**config.mk**
```make
export PLATFORM = sky130hd
export DESIGN_NAME = ictc_top
export DESIGN_NICKNAME = d
export VERILOG_FILES = /design/src/core/ictc_pkg.sv /design/src/core/ictc_regs.sv /design/src/core/ictc_top.sv
export SDC_FILE = /design/constraint.sdc
export NUM_CORES = 1
export LEC_CHECK = 0
export BUFFER_PORTS_ARGS = -buffer_cell sky130_fd_sc_hd__buf_2
export CORE_ASPECT_RATIO = 0.7
export CORE_MARGIN = 2
export CORE_UTILIZATION = 35
export DETAILED_ROUTE_END_ITERATION = 10
export GPL_TIMING_DRIVEN = 1
export SYNTH_ARGS = -nofsm -noshare
export SYNTH_HDL_FRONTEND = slang
export SYNTH_HIERARCHICAL = 1
export SYNTH_SLANG_ARGS = --single-unit
export TNS_END_PERCENT = 1
```
**constraint.sdc**
```tcl
create_clock -name clk_sys -period 5.4 [get_ports clk_sys]
set_clock_uncertainty 0.15 [all_clocks]
set_input_delay 0.27 -clock clk_sys [delete_from_list [all_inputs] [get_ports clk_sys]]
set_output_delay 0.27 -clock clk_sys [all_outputs]
set_load 0.005 [all_outputs]
```
**src/core/ictc_pkg.sv**
```systemverilog
// package: constants and types for the isa cycle timing configuration block
// Contract
// - each cycle type has its own two-bit delay; codes give 0 to 3 bus clocks.
// - delay code 00 asserts command at the falling edge of address latch.
// - i/o cycle delay comes from command-delay bits 1:0, default one.
// - 8-bit memory delay comes from command-delay bits 3:2, default one.
// - 16-bit memory delay comes from command-delay bits 5:4, default zero.
// - 8-bit wait states from wait register bits 3:2: five down to two.
// - wait register bit 7 adds one bus clock of address hold.
package ictc_pkg;

  // ----------------------------------------------------------------
  // register map
  // ----------------------------------------------------------------
  localparam logic [7:0] IDX_CMD_DELAY = 8'h05;
  localparam logic [7:0] IDX_WAIT_HOLD = 8'h10;
  localparam logic [7:0] ADDR_CMD_DELAY = {IDX_CMD_DELAY[5:0], 2'b00};
  localparam logic [7:0] ADDR_WAIT_HOLD = {IDX_WAIT_HOLD[5:0], 2'b00};
  localparam logic [7:0] RST_CMD_DELAY = 8'h05;
  localparam logic [7:0] RST_WAIT_HOLD = 8'h00;

  // ----------------------------------------------------------------
  // field positions
  // ----------------------------------------------------------------
  localparam int IO_DLY_LSB = 0;
  localparam int BYTE_DLY_LSB = 2;
  localparam int WORD_DLY_LSB = 4;
  localparam int BYTE_WAIT_LSB = 2;
  localparam int WORD_WAIT_LSB = 4;
  localparam int ADDR_HOLD_BIT = 7;

  // ----------------------------------------------------------------
  // wait-state bases: code 00 gives the base, each step one fewer
  // ----------------------------------------------------------------
  localparam logic [2:0] BYTE_WAIT_BASE = 3'h5;
  localparam logic [2:0] WORD_WAIT_BASE = 3'h3;

  // ----------------------------------------------------------------
  // bus clock timing
  // ----------------------------------------------------------------
  localparam int SYS_PERIOD_PS = 5000;
  localparam int BCLK_PERIOD_PS = 125000;
  localparam int BCLK_CYC = BCLK_PERIOD_PS / SYS_PERIOD_PS;
  localparam logic [4:0] BCLK_LAST = 5'(BCLK_CYC - 1);

  localparam logic [1:0] RESP_OKAY = 2'h0;
  localparam logic [1:0] RESP_SLVERR = 2'h2;

  typedef enum logic [1:0] {
    ICTC_IO = 2'h0,
    ICTC_MEM8 = 2'h1,
    ICTC_MEM16 = 2'h2
  } ictc_type_t;

  typedef enum logic [4:0] {
    ICTC_IDLE = 5'h01,
    ICTC_ALE = 5'h02,
    ICTC_DLY = 5'h04,
    ICTC_CMD = 5'h08,
    ICTC_HOLD = 5'h10
  } ictc_state_t;

  typedef struct packed {
    logic [7:0] cmd_delay;
    logic [7:0] wait_hold;
  } ictc_cfg_t;

  // delay field of the selected cycle type
  function automatic logic [1:0] ictc_delay(ictc_cfg_t cfg, ictc_type_t t);
    logic [1:0] d;
    d = cfg.cmd_delay[IO_DLY_LSB +: 2];
    if (t == ICTC_MEM8)
      d = cfg.cmd_delay[BYTE_DLY_LSB +: 2];
    else if (t == ICTC_MEM16)
      d = cfg.cmd_delay[WORD_DLY_LSB +: 2];
    return d;
  endfunction

  // wait-state count; i/o cycles are 8-bit cycles on the bus
  function automatic logic [2:0] ictc_waits(ictc_cfg_t cfg, ictc_type_t t);
    logic [2:0] w;
    if (t == ICTC_MEM16)
      w = WORD_WAIT_BASE - {1'b0, cfg.wait_hold[WORD_WAIT_LSB +: 2]};
    else
      w = BYTE_WAIT_BASE - {1'b0, cfg.wait_hold[BYTE_WAIT_LSB +: 2]};
    return w;
  endfunction

endpackage

```
**src/core/ictc_regs.sv**
```systemverilog
// configuration register pair with registered read data
`timescale 1ns/1ps
`default_nettype none
module ictc_regs
  import ictc_pkg::*;
(
  input wire logic clk_sys,
  input wire logic sys_rst,
  input wire logic wr_cmd,
  input wire logic wr_wait,
  input wire logic [7:0] wr_data,
  input wire logic rd_en,
  input wire logic rd_cmd,
  input wire logic rd_wait,
  output ictc_cfg_t cfg,
  output logic [7:0] rd_data
);

  ictc_cfg_t next_cfg;
  logic [7:0] next_rd_data;

  always_comb
  begin
    next_cfg = cfg;
    next_rd_data = rd_data;
    // reserved bits are stored as written; timing never looks at them
    if (wr_cmd)
      next_cfg.cmd_delay = wr_data;
    if (wr_wait)
      next_cfg.wait_hold = wr_data;
    if (rd_en)
      next_rd_data = rd_cmd ? cfg.cmd_delay :
                     rd_wait ? cfg.wait_hold : 8'h00;
  end

  always_ff @(posedge clk_sys or posedge sys_rst)
  begin
    if (sys_rst)
    begin
      cfg <= '{cmd_delay: RST_CMD_DELAY, wait_hold: RST_WAIT_HOLD};
      rd_data <= 8'h00;
    end
    else
    begin
      cfg <= next_cfg;
      rd_data <= next_rd_data;
    end
  end

endmodule // ictc_regs
`default_nettype wire

```
**src/core/ictc_top.sv**
```systemverilog
// isa cycle timing: axi4-lite configuration slave and cycle timer
`timescale 1ns/1ps
`default_nettype none
module ictc_top
  import ictc_pkg::*;
(
  input wire logic clk_sys,
  input wire logic sys_rst,
  input wire logic [7:0] s_axi_awaddr,
  input wire logic s_axi_awvalid,
  output logic s_axi_awready,
  input wire logic [31:0] s_axi_wdata,
  input wire logic [3:0] s_axi_wstrb,
  input wire logic s_axi_wvalid,
  output logic s_axi_wready,
  output logic [1:0] s_axi_bresp,
  output logic s_axi_bvalid,
  input wire logic s_axi_bready,
  input wire logic [7:0] s_axi_araddr,
  input wire logic s_axi_arvalid,
  output logic s_axi_arready,
  output logic [31:0] s_axi_rdata,
  output logic [1:0] s_axi_rresp,
  output logic s_axi_rvalid,
  input wire logic s_axi_rready,
  input wire logic cyc_req,
  input wire ictc_type_t cyc_type,
  output logic cyc_busy,
  output logic cyc_done,
  output logic isa_ale,
  output logic isa_cmd_n,
  output logic isa_addr_valid
);

  // ----------------------------------------------------------------
  // register bus slave
  // ----------------------------------------------------------------
  logic aw_held, w_held, next_aw_held, next_w_held;
  logic [7:0] aw_addr, next_aw_addr;
  logic [7:0] w_byte, next_w_byte;
  logic w_lane0, next_w_lane0;
  logic next_awready, next_wready, next_bvalid, next_arready, next_rvalid;
  logic [1:0] next_bresp, next_rresp;
  logic do_write, wr_cmd, wr_wait, ar_hs, rd_cmd, rd_wait;
  logic [7:0] rd_byte;
  ictc_cfg_t cfg;

  assign s_axi_rdata = {24'h000000, rd_byte};

  always_comb
  begin
    next_aw_held = aw_held;
    next_w_held = w_held;
    next_aw_addr = aw_addr;
    next_w_byte = w_byte;
    next_w_lane0 = w_lane0;
    if (s_axi_awvalid && s_axi_awready)
    begin
      next_aw_held = 1'b1;
      next_aw_addr = s_axi_awaddr;
    end
    if (s_axi_wvalid && s_axi_wready)
    begin
      next_w_held = 1'b1;
      next_w_byte = s_axi_wdata[7:0];
      next_w_lane0 = s_axi_wstrb[0];
    end
    // one write at a time: the response must drain first
    do_write = aw_held && w_held && !s_axi_bvalid;
    wr_cmd = do_write && w_lane0 && (aw_addr == ADDR_CMD_DELAY);
    wr_wait = do_write && w_lane0 && (aw_addr == ADDR_WAIT_HOLD);
    next_bresp = s_axi_bresp;
    if (do_write)
    begin
      next_aw_held = 1'b0;
      next_w_held = 1'b0;
      next_bresp = (aw_addr == ADDR_CMD_DELAY ||
                    aw_addr == ADDR_WAIT_HOLD) ? RESP_OKAY : RESP_SLVERR;
    end
    next_bvalid = do_write || (s_axi_bvalid && !s_axi_bready);
    next_awready = !next_aw_held;
    next_wready = !next_w_held;

    ar_hs = s_axi_arvalid && s_axi_arready;
    rd_cmd = s_axi_araddr == ADDR_CMD_DELAY;
    rd_wait = s_axi_araddr == ADDR_WAIT_HOLD;
    next_rresp = s_axi_rresp;
    if (ar_hs)
      next_rresp = (rd_cmd || rd_wait) ? RESP_OKAY : RESP_SLVERR;
    next_rvalid = ar_hs || (s_axi_rvalid && !s_axi_rready);
    next_arready = !next_rvalid;
  end

  always_ff @(posedge clk_sys or posedge sys_rst)
  begin
    if (sys_rst)
    begin
      aw_held <= 1'b0;
      w_held <= 1'b0;
      aw_addr <= 8'h00;
      w_byte <= 8'h00;
      w_lane0 <= 1'b0;
      s_axi_awready <= 1'b0;
      s_axi_wready <= 1'b0;
      s_axi_bvalid <= 1'b0;
      s_axi_bresp <= RESP_OKAY;
      s_axi_arready <= 1'b0;
      s_axi_rvalid <= 1'b0;
      s_axi_rresp <= RESP_OKAY;
    end
    else
    begin
      aw_held <= next_aw_held;
      w_held <= next_w_held;
      aw_addr <= next_aw_addr;
      w_byte <= next_w_byte;
      w_lane0 <= next_w_lane0;
      s_axi_awready <= next_awready;
      s_axi_wready <= next_wready;
      s_axi_bvalid <= next_bvalid;
      s_axi_bresp <= next_bresp;
      s_axi_arready <= next_arready;
      s_axi_rvalid <= next_rvalid;
      s_axi_rresp <= next_rresp;
    end
  end

  ictc_regs u_regs (
    .clk_sys(clk_sys),
    .sys_rst(sys_rst),
    .wr_cmd(wr_cmd),
    .wr_wait(wr_wait),
    .wr_data(w_byte),
    .rd_en(ar_hs),
    .rd_cmd(rd_cmd),
    .rd_wait(rd_wait),
    .cfg(cfg),
    .rd_data(rd_byte)
  );

  // ----------------------------------------------------------------
  // bus clock tick
  // ----------------------------------------------------------------
  logic [4:0] div, next_div;
  logic tick;

  always_comb
  begin
    tick = div == BCLK_LAST;
    next_div = tick ? 5'h00 : div + 5'h01;
  end

  always_ff @(posedge clk_sys or posedge sys_rst)
  begin
    if (sys_rst)
      div <= 5'h00;
    else
      div <= next_div;
  end

  // ----------------------------------------------------------------
  // cycle timer
  // ----------------------------------------------------------------
  // settings are sampled when a cycle starts, so a write mid-cycle
  // cannot stretch or cut the strobe already in flight
  ictc_state_t state, next_state;
  ictc_type_t cur_type, next_type;
  logic [2:0] cnt, next_cnt;
  logic [1:0] dly, next_dly_q, dly_q;
  logic [2:0] waits, next_waits, waits_q;
  logic hold_q, next_hold;
  logic next_done;

  always_comb
  begin
    dly = ictc_delay(cfg, cyc_type);
    waits = ictc_waits(cfg, cyc_type);
    next_state = state;
    next_type = cur_type;
    next_cnt = cnt;
    next_dly_q = dly_q;
    next_waits = waits_q;
    next_hold = hold_q;
    next_done = 1'b0;
    unique case (state)
      ICTC_IDLE:
        if (cyc_req)
        begin
          next_state = ICTC_ALE;
          next_type = cyc_type;
          next_dly_q = dly;
          next_waits = waits;
          next_hold = cfg.wait_hold[ADDR_HOLD_BIT];
        end
      ICTC_ALE:
        if (tick)
        begin
          if (dly_q == 2'h0)
          begin
            next_state = ICTC_CMD;
            next_cnt = waits_q;
          end
          else
          begin
            next_state = ICTC_DLY;
            next_cnt = {1'b0, dly_q - 2'h1};
          end
        end
      ICTC_DLY:
        if (tick)
        begin
          if (cnt == 3'h0)
          begin
            next_state = ICTC_CMD;
            next_cnt = waits_q;
          end
          else
            next_cnt = cnt - 3'h1;
        end
      ICTC_CMD:
        if (tick)
        begin
          if (cnt != 3'h0)
            next_cnt = cnt - 3'h1;
          else if (hold_q)
            next_state = ICTC_HOLD;
          else
          begin
            next_state = ICTC_IDLE;
            next_done = 1'b1;
          end
        end
      ICTC_HOLD:
        if (tick)
        begin
          next_state = ICTC_IDLE;
          next_done = 1'b1;
        end
      default:
        next_state = ICTC_IDLE;
    endcase
  end

  always_ff @(posedge clk_sys or posedge sys_rst)
  begin
    if (sys_rst)
    begin
      state <= ICTC_IDLE;
      cur_type <= ICTC_IO;
      cnt <= 3'h0;
      dly_q <= 2'h0;
      waits_q <= 3'h0;
      hold_q <= 1'b0;
      cyc_done <= 1'b0;
      cyc_busy <= 1'b0;
      isa_ale <= 1'b0;
      isa_cmd_n <= 1'b1;
      isa_addr_valid <= 1'b0;
    end
    else
    begin
      state <= next_state;
      cur_type <= next_type;
      cnt <= next_cnt;
      dly_q <= next_dly_q;
      waits_q <= next_waits;
      hold_q <= next_hold;
      cyc_done <= next_done;
      cyc_busy <= next_state != ICTC_IDLE;
      isa_ale <= next_state == ICTC_ALE;
      isa_cmd_n <= next_state != ICTC_CMD;
      isa_addr_valid <= next_state != ICTC_IDLE;
    end
  end
endmodule // ictc_top
`default_nettype wire

```
## After elaboration in Yosys (flattened, before gate mapping)

Index checks and enable logic that the tools add are counted.

- Bits in registers: 75
- Bits in latches: 0
- Memory bits (writable): 0
- Bits in read-only memories: 0
- Output and inout bits: 46
- Logic and storage cells: 109
- Memories kept: 0

- Add/sub/neg operators: 5
- $mul: 0
- Divide/modulo/power cells: 0
- $lt $le $gt $ge: 0
- Equality and inequality tests: 19
- Shift-type cells: 0
- Multiplexer cells: 34
- Bitwise gates (word level): 0
- Reductions and logical operators: 26

Operators with widths:

| cell | number |
|---|---|
| two-way mux 5 bit | 9 |
| one-hot mux 5 bit (5 select lines) | 1 |
| two-way mux 3 bit | 7 |
| == test 8 x 5 -> 1 bit (second input constant) | 2 |
| == test 8 x 7 -> 1 bit (second input constant) | 2 |
| two-way mux 8 bit | 2 |
| == test 5 x 2 -> 1 bit (second input constant) | 2 |
| == test 5 bit (second input constant) | 2 |
| logical AND 1 bit | 10 |
| one-hot mux 3 bit (3 select lines) | 1 |
| two-way mux 1 bit | 8 |
| two-way mux 2 bit | 4 |
| inequality test 2 bit (second input constant) | 4 |
| zero test 1 bit | 6 |
| nonzero test 3 bit | 2 |
| adder 5 x 1 -> 5 bit (second input constant) | 1 |
| == test 5 x 1 -> 1 bit (second input constant) | 1 |
| == test 5 x 3 -> 1 bit (second input constant) | 1 |
| == test 5 x 4 -> 1 bit (second input constant) | 1 |
| inequality test 5 x 1 -> 1 bit (second input constant) | 1 |
| inequality test 5 x 4 -> 1 bit (second input constant) | 1 |
| AND reduction 5 bit | 1 |
| logical OR 1 bit | 4 |
| two-way mux 4 bit | 1 |
| 10 further kinds | 10 |

## Depth between registers and ports, before layout

- Word-level depth: 5
- Mapped depth: 7

## Modules after synthesis

The synthesis kept the hierarchy.

Modules (own cells, without submodules):

| module | times used | cells each | area an instance (µm²) | sequential area each (µm²) |
|---|---|---|---|---|
| ictc_top | 1 | 240 | 2521.2 | 1228.7 |
| ictc_regs | 1 | 79 | 996.0 | 603.1 |

## Least setup slack after synthesis

OpenSTA, ideal clock, no wires.

- Path kind: register -> register
- Start point: reg aw_addr[3]
- End point: reg, netlist name u_regs/cfg[0]
- Arrival time: 2.011 ns
- Data required time: 5.125 ns
- Slack: 3.115 ns
- Stages on the path, launching flop included: 6
- Buffers on the path: 1
- Cell sequence: dfrtp_1 > or4_4 > or4b_4 > nor2_1 > buf_2 > mux2_2

- Longest elaborated chain between the ends: 2

RTL lines:

| item | line | RTL |
|---|---|---|
| from (decl) | ictc_top.sv:39 | `logic [7:0] aw_addr, next_aw_addr;` |
| from (signal assigned) | ictc_top.sv:115 | `aw_addr <= next_aw_addr;` |
| == test 8 x 7 -> 1 bit | ictc_top.sv:71 | `wr_wait = do_write && w_lane0 && (aw_addr == ADDR_WAIT_HOLD);` |
| logical AND 1 bit | ictc_top.sv:71 |  |
| via wr_wait | ictc_top.sv:44 | `logic do_write, wr_cmd, wr_wait, ar_hs, rd_cmd, rd_wait;` |

The timed path passes the listed nets, and every way through them passes these cells.
A chain may end at the register's enable or synchronous reset.

## Final worst setup path

- Start point: reg aw_addr[3]
- End point: reg, netlist name u_regs/cfg[11]

- Longest elaborated chain between the ends: 2

RTL lines:

| item | line | RTL |
|---|---|---|
| == test 8 x 5 -> 1 bit | ictc_top.sv:70 | `wr_cmd = do_write && w_lane0 && (aw_addr == ADDR_CMD_DELAY);` |
| logical AND 1 bit | ictc_top.sv:70 |  |
| via wr_cmd | ictc_top.sv:44 |  |

The timed path passes the listed nets, and every way through them passes these cells.

==> metrics.md <==
| Metric | Value |
|---|---|
| Area of the mapped netlist | 0.003517 mm2 |
| Clock network power share | 0.323 |
| Critical path type | flop to flop |
| Gpl congestion | just over 0.8 |
| Fin crit period | between 2 and 3 ns |
| Layout Nets | 443 |
| Unrepaired setup endpoints after global routing | false |
| Delay-heaviest family, CP | simple AND/OR/NAND/NOR gates |
| FF+latch count, synth | 73 |
| Final period util | 0.5009 |
| Root Buffer | clkbuf_16 |
| Sw Ratio | 0.2991 |
| Clock Latency Late Sink | about 0.33 ns |
| Critical Path End Type | flop |
| Pint | about 1300 uW |
| Routed wire length | about 6.9 mm |
| Worst path arrival time | around 2.8 ns |
| H-tree depth | 3 |
| Logic gate share of total power | 0.228 |
| First-pass GRT wire length | ~11 mm |
| Leak pwr | 0.001933 uW |
| Port Buffers | 54 |
| Avg Cell Area, Syn | between 10 and 15 um2 |
| Commonest cells after routing, fill and taps aside | 69 x dfrtp_1, 54 x buf_2, 35 x mux2_2, 27 x nand2_1, 26 x conb_1 |
| Vias in the first global route | 2,224 |
| CTS tree | yes |
| Die X-Extent | ~120 um |
| Actual slew at the worst max-slew pin | between 0.8 and 0.9 ns |
| Min-Delay Path Depth | 2 |
| Maxcap violations | 0 |
| HP Class | input port to flop |
| Peak VDD IR | ~0.24 mV |
| Vias per cell | between 4 and 5 |
| Filler cells | 924 |
| I/O pin count | approximately 110 |
| Hpwl dp | roughly 5.0 mm |
| CTS buffer count | 9 |
| Pwr Density | ~450 mW/mm2 |
| Peak Freq | approximately 0.37 GHz |
| Initial antenna violation count | 0 |
| Starting density of the core | 0.3618 |
| CP Buf/Inv Count | 0 |
| Largest net degree at the start of global routing | 50 |
| Most common cell after layout, fill and taps aside | dfrtp_1 |
| Seq/Total Area, Yosys | 0.5208 |
| CTS Buffer Depth | 2 |
| Post-Synthesis Cells | approximately 320 |
| Distinct cells, synth | 51 |
| Cell area after layout | 0.004143 mm2 |
| Post-synth top flop | dfrtp_1 |
| R2R cell count | 4 |
| Final setup TNS | 0 ns |
| Post-synth EDFFs | 0 |
| Post-CTS sizing | 0 |
| Critical path's slowest cell | nor2_1 |
| Die area | ~0.011 mm2 |
| Worst setup SP type | flop |
| Post-place instance area | around 0.0038 mm2 |
| Slew headroom | 0.4079 |
| CP required | approximately 5.5 ns |
| Via count | approximately 2,400 |
| Async SR Flop Fraction | 1.000 |
| Overflow after GRT | 0 |
| Slew Limit Fails | 0 |
| Die Y-Extent | between 80 and 90 um |
| Drt pass-1 iters | 5 |
| Std-Cell Rows | 30 |
| DR iter-0 viols | 173 |
| Remaining antenna violation count | 0 |
| WL/cell | between 10 and 15 um |
| Total track usage | 0.1373 |
| Slowest stage delay, CP | around 0.58 ns |
| Clock slew at reported path FFs | 0.06 ns |
| Antenna cells | 0 |
| Share of cells above drive strength 1 | 0.3115 |
| Switch Pwr | approximately 550 uW |
| Final Hold Fails | 0 |
| CP Depth | 4 |
| CP Max Fanout | 8 |
| Area growth from synthesis to layout | 17.79% |
| Status | completed |
| Cell-by-cell trace of the critical path | or4_4 > or4b_4 > nor2_1 > mux2_2 |
| Core area | slightly below 0.01 mm2 |
| Setup violations, final | 0 |
| YS warnings | 6 |
| Seq pwr share | 0.449 |
| DRC errors left | 0 |
| Clock Sinks | 73 |
## state kept, by name (all words and copies together), names as in the netlist, 2 cells and up
| register | cells |
|---|---|
| aw_addr | 8 |
| cnt | 3 |
| div | 5 |
| dly_q | 2 |
| state | 5 |
| u_regs/cfg | 16 |
| u_regs/rd_data | 8 |
| w_byte | 8 |
| waits_q | 3 |
## power by group through the flow
stage / Clock [uW] / Sequential (uW) / Combinational [uW]
floorplan: 0 / 806 / 327
global placement: 0 / 836 / 409
detailed placement: 0 / 841 / 422
CTS: 617 / 832 / 427
global route: 644 / 858 / 480
finish: 599 / 831 / 422
## worst paths after layout
| path | slack [ns] | from | endpoint |
|---|---|---|---|
| min in group asynchronous | 0.51 | sys_rst | s_axi_rresp[1]$_DFFE_PP0P_ |
| max reg2reg | 2.69 | aw_addr[3]$_DFFE_PP0P_ | u_regs/cfg[11]$_DFFE_PP0P_ |
| min | 0.02 | s_axi_wdata[3] | w_byte[3]$_DFFE_PP0P_ |
| max | 2.69 | aw_addr[3]$_DFFE_PP0P_ | u_regs/cfg[11]$_DFFE_PP0P_ |
| min reg2reg | 0.33 | s_axi_rresp[1]$_DFFE_PP0P_ | s_axi_rresp[1]$_DFFE_PP0P_ |
| max in group asynchronous | 4.01 | sys_rst | u_regs/rd_data[7]$_DFFE_PP0P_ |
## area by class of cell
cell class / instances / area (um2) / area share
Sequential cell: 73 / 1832 / 0.4422
Multi-Input combinational cell: 217 / 1458 / 0.3519
Timing Repair Buffer: 61 / 332.8 / 0.08034
Clock buffer: 10 / 239.0 / 0.05769
Tap cell: 128 / 160.2 / 0.03866
Clock inverter: 6 / 65.06 / 0.01571
Inverter: 15 / 56.30 / 0.01359
## metal layers
metal  share of wire  up-vias  wire length [um]  global-route usage
li1                -     1183                 -                   -
met1            0.50     1160              3443              0.1949
met2            0.43       70              2955              0.1928
met3           0.054        9               370             0.04753
met4           0.012        0                82             0.05269
met5               0        -                 0                   0
## metrics by stage
| stage | hold WS, ns | util | worst slack, ns | std cells | total power, uW |
|---|---|---|---|---|---|
| finish | 0.01753 | 0.4261 | 2.695 | 510 | 1852 |
| global route | 0.009180 | 0.4261 | 2.578 | 510 | 1982 |
| CTS | 0.003452 | 0.4261 | 2.661 | 510 | 1876 |
| detailed placement | 0.3215 | 0.3907 | 2.662 | 490 | 1263 |
| global placement | 0.3016 | 0.3907 | 2.706 | 490 | 1245 |
| floorplan | 0.1331 | - | 3.115 | 344 | 1133 |
## kinds of logic after synthesis
group / after synthesis / synth area share
flops: 73 / 0.5208
simple gates: 92 / 0.1398
other cells: 1 / 0.001066
buf+inv: 54 / 0.09142
xor+xnor: 2 / 0.004981
compound gates: 50 / 0.09143
fa+ha+maj: 4 / 0.01423
mux: 43 / 0.1363
## synth_stat cells (2+ instances only)
library cell  count  area [um2]
dfrtp_1          69        1727
buf_4            28       210.2
nand4_1           2       12.51
mux2i_1           4       40.04
nand3b_1          9       67.56
o32ai_1           2       17.52
a31oi_1           9       56.30
mux2_1            4       45.04
nor2b_1           2       12.51
nor3_1            4       20.02
o2111ai_1         2       17.52
and2_1            2       12.51
o22ai_1           3       18.77
mux2_2           35       394.1
buf_2             4       20.02
clkbuf_1          5       18.77
nor2_1           21       78.83
o21ai_0          20       100.1
nor4_1            2       12.51
nand2_1          27       101.4
ha_1              4       50.05
nand2b_1          7       43.79
inv_1            15       56.30
dfstp_2           4       105.1
nand3_1           6       30.03
o31ai_1           4       30.03
## what timing repair did
| action | in CTS | in global routing |
|---|---|---|
| setup buffers | 0 | 0 |
| hold endpoints to repair | 50 | 0 |
| hold buffers | 4 | 0 |
| endpoints found under the setup margin | 0 | 0 |
Power figures use the tool's default switching activity.
